## src/logic/dwl_regs.svh

```systemverilog
`ifndef DWL_REGS_SVH
`define DWL_REGS_SVH

// pin and bus widths
`define DWL_ADDR_W        14
`define DWL_BA_W          3
`define DWL_LANES         2
`define DWL_LANE_W        8
`define DWL_REG_AW        8
`define DWL_REG_DW        32
`define DWL_CNT_W         12
`define DWL_SRE_W         8

// mode-register select on the bank address
`define DWL_MR0_SEL       3'h0
`define DWL_MR1_SEL       3'h1

// mode-register bit positions
`define DWL_MR0_DLL_RST   8
`define DWL_MR1_DLL_DIS   0
`define DWL_MR1_RTT0      2
`define DWL_MR1_RTT1      6
`define DWL_MR1_WLEV      7
`define DWL_MR1_RTT2      9
`define DWL_MR1_QOFF      12

// register offsets (byte addresses)
`define DWL_OFS_STATUS    8'h00
`define DWL_OFS_MR0       8'h04
`define DWL_OFS_MR1       8'h08
`define DWL_OFS_ERR       8'h0c
`define DWL_OFS_DLLK      8'h10

// status field positions
`define DWL_ST_PWR_LSB    0
`define DWL_ST_CLK_FREE   2
`define DWL_ST_DLL_EN     3
`define DWL_ST_LOCKED     4
`define DWL_ST_RELOCK     5
`define DWL_ST_WLEV       6
`define DWL_ST_QOFF       7

// error field positions
`define DWL_ERR_WL_CMD    0
`define DWL_ERR_RL_CKE    1
`define DWL_ERR_RL_ODT    2

// reset values
`define DWL_MR_RST        14'h0000
`define DWL_ERR_RST       3'h0
`define DWL_DLLK_TCK      512

// timing
`define DWL_TCK_NS        10
`define DWL_CKSRE_NS      10
`define DWL_CKSRE_CYC     ((`DWL_CKSRE_NS + `DWL_TCK_NS - 1) / `DWL_TCK_NS)
`define DWL_WLO_NS        9
`define DWL_WLO_CYC       (((`DWL_WLO_NS / `DWL_TCK_NS) < 1) ? 1 : \
                           (`DWL_WLO_NS / `DWL_TCK_NS))

`endif

```

## src/logic/dwl_pkg.sv

```systemverilog
`include "dwl_regs.svh"

package dwl_pkg;

   // one command slot as registered on a clock edge
   typedef struct packed
   {
      logic                     cs_n;
      logic                     ras_n;
      logic                     cas_n;
      logic                     we_n;
      logic [`DWL_BA_W-1:0]     ba;
      logic [`DWL_ADDR_W-1:0]   addr;
   } dwl_cmd_type;

   // termination switches
   typedef struct packed
   {
      logic                     dqs_on;
      logic                     dq_on;
   } dwl_term_type;

   // power state, gray along idle -> sref and idle -> ppd
   typedef enum logic [1:0]
   {
      PWR_IDLE = 2'b00,
      PWR_SREF = 2'b01,
      PWR_PPD  = 2'b10
   } dwl_pwr_type;

endpackage

```

## src/logic/dwl_lane_fb.sv

```systemverilog
`timescale 1ns/1ps
`default_nettype none
`include "dwl_regs.svh"

module dwl_lane_fb
(
   // clock and reset
   input  wire logic                   clk_in,
   input  wire logic                   rst_in,
   // leveling control
   input  wire logic                   enable_in,
   input  wire logic                   ck_level_in,
   input  wire logic [`DWL_LANES-1:0]  dqs_rise_in,
   // feedback per lane
   output logic      [`DWL_LANES-1:0]  fb_out,
   output logic      [`DWL_LANES-1:0]  drive_out
);
   import dwl_pkg::*;

   localparam int DEPTH = `DWL_WLO_CYC;

   genvar ln;
   generate
      for (ln = 0; ln < `DWL_LANES; ln = ln + 1)
      begin : g_lane
         logic [DEPTH-1:0] lvl_q;
         logic [DEPTH-1:0] drv_q;
         logic [DEPTH-1:0] lvl_d;
         logic [DEPTH-1:0] drv_d;

         // stage 0 holds the clock level caught on this lane's strobe
         assign lvl_d[0] = dqs_rise_in[ln] ? ck_level_in : lvl_q[0];
         assign drv_d[0] = drv_q[0] | dqs_rise_in[ln];
         if (DEPTH > 1)
         begin : g_shift
            // held value walks out so the pins follow within the delay
            assign lvl_d[DEPTH-1:1] = lvl_q[DEPTH-2:0];
            assign drv_d[DEPTH-1:1] = drv_q[DEPTH-2:0];
         end

         // leaving leveling or disabled buffers drop the lane at once
         always_ff @(posedge clk_in or posedge rst_in)
         begin
            if (rst_in)
            begin
               lvl_q <= '0;
               drv_q <= '0;
            end
            else if (!enable_in)
            begin
               lvl_q <= '0;
               drv_q <= '0;
            end
            else
            begin
               lvl_q <= lvl_d;
               drv_q <= drv_d;
            end
         end

         assign fb_out[ln]    = lvl_q[DEPTH-1];
         assign drive_out[ln] = drv_q[DEPTH-1];
      end
   endgenerate

endmodule

`default_nettype wire

```

## src/logic/dwl_mode_ctrl.sv

```systemverilog
// Overview of operation
// - mode register 0 write with A8 set starts dll reset and relock
// - in self-refresh after tCKSRE the device ignores the clock
// - mode register 1 A7 set enters write leveling, clear leaves it
// - in leveling ODT switches strobe termination only, data stays off
// - mode register 1 A12 set disables outputs; other ranks set it
// - leveling: data pins undefined, only nop, deselect, mode write
// - each strobe rise samples clock level onto data within tWLO
// - each byte lane reports its own strobe pair against the clock
//
// Our own choices: the plain strobed port and the address map.
`timescale 1ns/1ps
`default_nettype none
`include "dwl_regs.svh"

module dwl_mode_ctrl
(
   // clock and reset
   input  wire logic                       CLK_IN,
   input  wire logic                       RST_IN,
   // memory command pins
   input  wire logic                       CKE_IN,
   input  wire logic                       ODT_IN,
   input  wire dwl_pkg::dwl_cmd_type       CMD_IN,
   // leveling inputs
   input  wire logic                       CK_LEVEL_IN,
   input  wire logic [`DWL_LANES-1:0]      DQS_RISE_IN,
   // register port
   input  wire logic [`DWL_REG_AW-1:0]     REG_ADDR_IN,
   input  wire logic [`DWL_REG_DW-1:0]     REG_WDATA_IN,
   input  wire logic                       REG_WR_IN,
   input  wire logic                       REG_RD_IN,
   output logic      [`DWL_REG_DW-1:0]     REG_RDATA_OUT,
   // data pins during leveling
   output logic      [`DWL_LANES*`DWL_LANE_W-1:0] DQ_OUT,
   output logic      [`DWL_LANES-1:0]      DQ_OE_OUT,
   // device state
   output dwl_pkg::dwl_term_type           TERM_OUT,
   output logic                            DLL_LOCKED_OUT,
   output logic                            FREQ_CHANGE_OK_OUT,
   output logic                            WL_MODE_OUT
);
   import dwl_pkg::*;

   localparam logic [`DWL_SRE_W-1:0] SRE_CYC = `DWL_SRE_W'(`DWL_CKSRE_CYC);
   localparam logic [`DWL_CNT_W-1:0] DLLK_RST = `DWL_CNT_W'(`DWL_DLLK_TCK);

   dwl_pwr_type               pwr_q;
   dwl_pwr_type               pwr_d;
   logic                      cke_q;
   logic [`DWL_SRE_W-1:0]     sre_cnt_q;
   logic                      clk_free_q;
   logic [`DWL_ADDR_W-1:0]    mr0_q;
   logic [`DWL_ADDR_W-1:0]    mr1_q;
   logic                      relock_q;
   logic                      locked_q;
   logic [`DWL_CNT_W-1:0]     lock_cnt_q;
   logic [`DWL_CNT_W-1:0]     dllk_cfg_q;
   logic                      odt_feat_q;
   logic [2:0]                err_q;
   logic [2:0]                err_d;
   logic [2:0]                err_set;
   logic [`DWL_REG_DW-1:0]    rdata_q;
   dwl_term_type              term_q;
   dwl_term_type              term_d;
   logic [`DWL_LANES-1:0]     fb;
   logic [`DWL_LANES-1:0]     fb_drive;

   // command decode; a command only counts while CKE stays high
   wire cmd_live  = cke_q & CKE_IN & ~CMD_IN.cs_n;
   wire is_mrs    = ~CMD_IN.ras_n & ~CMD_IN.cas_n & ~CMD_IN.we_n;
   wire is_ref    = ~CMD_IN.ras_n & ~CMD_IN.cas_n &  CMD_IN.we_n;
   wire is_nop    =  CMD_IN.ras_n &  CMD_IN.cas_n &  CMD_IN.we_n;
   wire cke_fall  =  cke_q & ~CKE_IN;
   wire cke_rise  = ~cke_q &  CKE_IN;
   wire in_idle   = (pwr_q == PWR_IDLE);
   wire mrs_ok    = cmd_live & is_mrs & in_idle;
   wire mr0_wr    = mrs_ok & (CMD_IN.ba == `DWL_MR0_SEL);
   wire mr1_wr    = mrs_ok & (CMD_IN.ba == `DWL_MR1_SEL);

   // mode-register views
   wire dll_en    = ~mr1_q[`DWL_MR1_DLL_DIS];
   wire wl_mode   =  mr1_q[`DWL_MR1_WLEV];
   wire qoff      =  mr1_q[`DWL_MR1_QOFF];
   wire rtt_nom   =  mr1_q[`DWL_MR1_RTT0] | mr1_q[`DWL_MR1_RTT1] |
                     mr1_q[`DWL_MR1_RTT2];
   wire dll_dis_w = mr1_wr & CMD_IN.addr[`DWL_MR1_DLL_DIS];
   wire dll_en_w  = mr1_wr ? ~CMD_IN.addr[`DWL_MR1_DLL_DIS] : dll_en;
   wire dll_rst   = mr0_wr & CMD_IN.addr[`DWL_MR0_DLL_RST] & dll_en_w;

   // power state; banks are assumed closed on entry by the controller
   always_comb
   begin
      pwr_d = pwr_q;
      unique case (pwr_q)
         PWR_IDLE:
         begin
            if (cke_fall && !CMD_IN.cs_n && is_ref)
               pwr_d = PWR_SREF;
            else if (cke_fall && (CMD_IN.cs_n || is_nop))
               pwr_d = PWR_PPD;
         end
         PWR_SREF:
         begin
            if (cke_rise)
               pwr_d = PWR_IDLE;
         end
         PWR_PPD:
         begin
            if (cke_rise)
               pwr_d = PWR_IDLE;
         end
         default:
            pwr_d = PWR_IDLE;
      endcase
   end

   always_ff @(posedge CLK_IN or posedge RST_IN)
   begin
      if (RST_IN)
      begin
         pwr_q <= PWR_IDLE;
         cke_q <= 1'b0;
      end
      else
      begin
         pwr_q <= pwr_d;
         cke_q <= CKE_IN;
      end
   end

   // count tCKSRE after low-power entry; past it the clock is don't-care
   wire sre_done = (sre_cnt_q >= SRE_CYC);
   always_ff @(posedge CLK_IN or posedge RST_IN)
   begin
      if (RST_IN)
      begin
         sre_cnt_q  <= '0;
         clk_free_q <= 1'b0;
      end
      else if (pwr_d == PWR_IDLE)
      begin
         sre_cnt_q  <= '0;
         clk_free_q <= 1'b0;
      end
      else
      begin
         if (!sre_done)
            sre_cnt_q <= sre_cnt_q + 1'b1;
         clk_free_q <= sre_done;
      end
   end

   // mode-register shadows; writes outside idle are not registered
   always_ff @(posedge CLK_IN or posedge RST_IN)
   begin
      if (RST_IN)
      begin
         mr0_q <= `DWL_MR_RST;
         mr1_q <= `DWL_MR_RST;
      end
      else
      begin
         if (mr0_wr)
            mr0_q <= CMD_IN.addr;
         if (mr1_wr)
            mr1_q <= CMD_IN.addr;
      end
   end

   // dll relock; a clock that may have moved always forces a new reset
   always_ff @(posedge CLK_IN or posedge RST_IN)
   begin
      if (RST_IN)
      begin
         relock_q   <= 1'b0;
         locked_q   <= 1'b0;
         lock_cnt_q <= '0;
      end
      else if (dll_dis_w || clk_free_q)
      begin
         relock_q   <= 1'b0;
         locked_q   <= 1'b0;
      end
      else if (dll_rst)
      begin
         relock_q   <= 1'b1;
         locked_q   <= 1'b0;
         lock_cnt_q <= dllk_cfg_q;
      end
      else if (relock_q && lock_cnt_q == '0)
      begin
         relock_q   <= 1'b0;
         locked_q   <= 1'b1;
      end
      else if (relock_q)
         lock_cnt_q <= lock_cnt_q - 1'b1;
   end

   // termination features captured at low-power entry
   always_ff @(posedge CLK_IN or posedge RST_IN)
   begin
      if (RST_IN)
         odt_feat_q <= 1'b0;
      else if (in_idle && pwr_d != PWR_IDLE)
         odt_feat_q <= rtt_nom;
   end

   // protocol violations the device can see; set wins over clear
   assign err_set[`DWL_ERR_WL_CMD] = wl_mode & cmd_live &
                                     ~(is_nop | is_mrs);
   assign err_set[`DWL_ERR_RL_CKE] = relock_q & cke_fall;
   assign err_set[`DWL_ERR_RL_ODT] = relock_q & odt_feat_q & ODT_IN;
   wire   err_clr = REG_WR_IN & (REG_ADDR_IN == `DWL_OFS_ERR);
   assign err_d   = (err_q & ~(err_clr ? REG_WDATA_IN[2:0] : 3'h0)) | err_set;

   always_ff @(posedge CLK_IN or posedge RST_IN)
   begin
      if (RST_IN)
         err_q <= `DWL_ERR_RST;
      else
         err_q <= err_d;
   end

   // lock time in clock cycles, software may retune it
   always_ff @(posedge CLK_IN or posedge RST_IN)
   begin
      if (RST_IN)
         dllk_cfg_q <= DLLK_RST;
      else if (REG_WR_IN && REG_ADDR_IN == `DWL_OFS_DLLK)
         dllk_cfg_q <= REG_WDATA_IN[`DWL_CNT_W-1:0];
   end

   // termination: leveling switches only the strobe pair, none in sref
   assign term_d.dqs_on = (pwr_q == PWR_SREF) ? 1'b0 :
                          wl_mode ? ODT_IN : (ODT_IN & rtt_nom);
   assign term_d.dq_on  = (pwr_q == PWR_SREF) ? 1'b0 :
                          wl_mode ? 1'b0 : (ODT_IN & rtt_nom);

   always_ff @(posedge CLK_IN or posedge RST_IN)
   begin
      if (RST_IN)
         term_q <= '0;
      else
         term_q <= term_d;
   end

   // feedback lanes; disabled outputs keep a quiet rank off the bus
   wire fb_en = wl_mode & ~qoff & in_idle;

   dwl_lane_fb u_lane_fb
   (
      .clk_in      (CLK_IN),
      .rst_in      (RST_IN),
      .enable_in   (fb_en),
      .ck_level_in (CK_LEVEL_IN),
      .dqs_rise_in (DQS_RISE_IN),
      .fb_out      (fb),
      .drive_out   (fb_drive)
   );

   // register read select; unmapped offsets read zero
   wire [`DWL_REG_DW-1:0] st_word =
      {24'h000000, qoff, wl_mode, relock_q, locked_q, dll_en,
       clk_free_q, pwr_q};
   wire [`DWL_REG_DW-1:0] rd_sel =
      (REG_ADDR_IN == `DWL_OFS_STATUS) ? st_word :
      (REG_ADDR_IN == `DWL_OFS_MR0)    ? {18'h00000, mr0_q} :
      (REG_ADDR_IN == `DWL_OFS_MR1)    ? {18'h00000, mr1_q} :
      (REG_ADDR_IN == `DWL_OFS_ERR)    ? {29'h00000000, err_q} :
      (REG_ADDR_IN == `DWL_OFS_DLLK)   ? {20'h00000, dllk_cfg_q} :
                                         32'h00000000;

   // read data stand for one cycle only
   always_ff @(posedge CLK_IN or posedge RST_IN)
   begin
      if (RST_IN)
         rdata_q <= '0;
      else
         rdata_q <= REG_RD_IN ? rd_sel : 32'h00000000;
   end

   assign REG_RDATA_OUT      = rdata_q;
   assign DQ_OUT             = {{`DWL_LANE_W{fb[1]}}, {`DWL_LANE_W{fb[0]}}};
   assign DQ_OE_OUT          = fb_drive;
   assign TERM_OUT           = term_q;
   assign DLL_LOCKED_OUT     = locked_q;
   assign FREQ_CHANGE_OK_OUT = clk_free_q;
   assign WL_MODE_OUT        = mr1_q[`DWL_MR1_WLEV];

endmodule

`default_nettype wire

```

## config.mk

```make
export PLATFORM = sky130hd
export DESIGN_NAME = dwl_mode_ctrl
export DESIGN_NICKNAME = d
export VERILOG_FILES = /design/src/logic/dwl_pkg.sv /design/src/logic/dwl_lane_fb.sv /design/src/logic/dwl_mode_ctrl.sv
export VERILOG_INCLUDE_DIRS = /design/src /design/src/logic
export SDC_FILE = /design/constraint.sdc
export NUM_CORES = 1
export LEC_CHECK = 0
export BUFFER_PORTS_ARGS = -buffer_cell sky130_fd_sc_hd__buf_2
export CORE_MARGIN = 2
export CORE_UTILIZATION = 41
export CTS_CLUSTER_SIZE = 40
export DETAILED_ROUTE_END_ITERATION = 16
export PLACE_DENSITY = 0.76
export SYNTH_ARGS = -nofsm -noshare
export SYNTH_HDL_FRONTEND = slang
export SYNTH_HIERARCHICAL = 1
export SYNTH_SLANG_ARGS = --single-unit
```

## constraint.sdc

```tcl
create_clock -name CLK_IN -period 3.2 [get_ports CLK_IN]
set_input_delay 0.96 -clock CLK_IN [delete_from_list [all_inputs] [get_ports CLK_IN]]
set_output_delay 0.96 -clock CLK_IN [all_outputs]
set_load 0.1 [all_outputs]
```

==> flow_summary.yaml <==
final_layout:
  antennaDiodeCount: 0
  nets: 627
  drive_above_1_share_pct: 26.7
  syn2layout_area_growth_pct: 16.5
  fin_cells: 694
  layout_common_cells: "dfrtp_1 (89), buf_2 (86), nand2_1 (59), nor2_1 (33), inv_1 (26)"
  mostFrequentLayoutCell: "dfrtp_1"
  fillers: 1020
setup_path:
  required_ps: 3420
  path_max_fanout: 7
  start_kind: "flip-flop"
  cp-end-kind: "flip-flop"
  crit_arrival_ps: 2910
  critical_path_class: "flip-flop to flip-flop"
timing:
  finalClockSkew_ps: 7.36
  setup_violations: 0
  rsz0062_at_grt: "no"
  min_period_ps: 2690
  report.final.slew_viol_count: 0
  fin_crit_sh_pct: 84.0
  relSlewSlack_pct: 49.7
  hold_violations: 0
  fmax_ghz: 0.372
  tightestPinTransition_ps: 754
  setup_tns_ps: 0
synth:
  yosys.cell_types.count: 56
  synth-warning-count: 6
  ys.flop_type: "dfrtp_1"
  synth.avg_cell_area_um2: 9.85
  synth_edf_count: 0
  syn_inst: 471
  ys_ff_latch: 90
  yosysSeqAreaShare_pct: 48.6
  synth_area_um2: 4640
  async_flop_share_pct: 100
pwr:
  p_comb_share_pct: 25.1
  p_leak_nw: 2.70
  clkPwrFrac_pct: 32.3
  p_switching_w: 0.00115
  seqPwrFrac_pct: 42.6
  p_sw_share_pct: 35.8
  p_int_w: 0.00207
  peakVddDrop_uv: 553
  p_per_area_nw_per_um2: 596
flow_run:
  maxCapViolCount: 0
drt:
  vias: 3744
  drtIter0Drc: 265
  drt.antenna.violating_nets: 0
  firstDrtPassIters: 4
  drc: 0
  wl_per_cell_um: 16.3
  drt-vias-per-instance: 5.39
  drt-total-wl_um: 11300
global_routing:
  gr-total-overflow: 0
  grt_pass1_vias: 3627
  grt_pass1_wl_um: 18200
  grt_max_degree: 76
  grt_usage_pct: 19.8
  antenna_found_initial: 0
die:
  core_um2: 10900
  start_util_pct: 42.4
  placementRows: 38
  fp.dieH_um: 110
  ioPinCount: 125
  die_width_um: 110
  die_area_um2: 12200
outcome:
  status: "completed"
worst_hold_path:
  hp-class: "flip-flop to flip-flop"
clock_network:
  postCtsSetupRepairBufs: 0
  holdBufCountCts: 0
  clk_pin_slew_ps: 70
  cts_resized: 0
  h-tree-depth: 3
  cts-root-buf: "clkbuf_16"
  numCtsBuffers: 9
  numClockSinks: 90
  cts_buffer_depth: 2
  clk_latency_ps: 350
  cts_tree: "done"
place:
  portBuffers: 86
  place.gp.congestion: 0.857
  dp_hpwl_um: 8380
  dp_cells: 678
[power groups by stage]
stage	Clock, W	Combinational, W	Sequential (W)
final	0.00104	0.000809	0.00137
after global routing	0.00111	0.000891	0.00139
after CTS	0.00106	0.000812	0.00137
after detailed placement	0	0.000804	0.00139
after global placement	0	0.000772	0.00138
after floorplan	0	0.000598	0.00141
[worst max-delay path, cell delays in order (launching register included)]
cell	delay (ps)
dfrtp_1	460
inv_1	120
ha_1	260
or4b_4	530
or4_1	530
nor3b_4	220
buf_4	170
o21ai_0	90
o2bb2ai_1	170
[flip-flops by register name (all words and copies together), names as in the netlist]
name                    count
DLL_LOCKED_OUT              1
FREQ_CHANGE_OK_OUT          1
REG_RDATA_OUT              14
TERM_OUT                    2
cke_q                       1
dllk_cfg_q                 12
err_q                       3
lock_cnt_q                 12
mr0_q                      14
mr1_q                      14
odt_feat_q                  1
pwr_q                       2
relock_q                    1
sre_cnt_q                   8
u_lane_fb/g_lane.drv_q      2
u_lane_fb/g_lane.lvl_q      2
[layout make-up]
cell class | count | area [um^2] | area share, %
repair buffers | 102 | 563 | 10.4
clock inverters | 7 | 66.3 | 1.23
multi-input cells | 319 | 2020 | 37.4
flip-flops and latches | 90 | 2250 | 41.7
inverters | 27 | 103 | 1.90
clock buffers | 9 | 225 | 4.17
well taps | 140 | 175 | 3.24
[per-layer routing]
metal	global-route usage [%]	up-vias	wire length [um]
met5	0	-	0
met4	9.29	0	336
met3	4.59	23	839
met2	32.6	135	5660
met1	24.7	1834	4460
li1	-	1752	-
[through the flow]
stage | utilization (%) | area [um^2] | setup WS [ps] | hold WS [ps] | power (W)
floorplan | - | 4700 | 19.8 | 439 | 0.00201
global placement | 46.8 | 5110 | 237 | 452 | 0.00216
global route | 49.4 | 5410 | 377 | 493 | 0.00340
CTS | 49.4 | 5410 | 515 | 473 | 0.00325
detailed placement | 46.8 | 5110 | 186 | 457 | 0.00220
finish | 49.4 | 5410 | 511 | 472 | 0.00322
[worst paths after layout]
kind | from | to | slack (ps) | depth (start not counted)
worst max-delay path | pwr_q[1]$_DFF_PP0_ | lock_cnt_q[7]$_DFFE_PP0P_ | 510 | 8
worst min-delay path | mr1_q[3]$_DFFE_PP0N_ | mr1_q[3]$_DFFE_PP0N_ | 470 | 2
worst max register to register | pwr_q[1]$_DFF_PP0_ | lock_cnt_q[7]$_DFFE_PP0P_ | 510 | 8
worst min register to register | mr1_q[3]$_DFFE_PP0N_ | mr1_q[3]$_DFFE_PP0N_ | 470 | 2
max in group asynchronous | RST_IN | dllk_cfg_q[9]$_DFFE_PP1P_ | 1990 | 3
min in group asynchronous | RST_IN | u_lane_fb/g_lane[0].drv_q$_DFF_PP0_ | 510 | 2
[cell usage after synthesis, drive strengths merged (9+ instances only)]
master,number,share of area (%)
buf,40,6.2
nor3,11,1.2
nor4,11,1.8
mux2,19,4.6
o2bb2ai,9,1.7
o22ai,10,1.3
o21ai,26,2.8
nand2,59,4.8
nor2b,15,2.0
dfrtp,89,48
a22oi,12,1.9
a22o,9,1.7
clkbuf,12,1.0
inv,27,2.2
nor2,33,2.7
a21oi,11,1.2
[logic make-up after synthesis]
family	after synthesis	share of synthesized area, %
AND/OR/NAND/NOR	169	19.0
flip-flops	90	48.6
XOR/XNOR	1	0.189
buffers and inverters	79	9.41
other	1	0.0808
AO/OA/AOI/OAI	96	14.2
multiplexers	27	6.34
adder cells (fa/ha/maj)	8	2.16
Power figures use the tool's default switching activity.
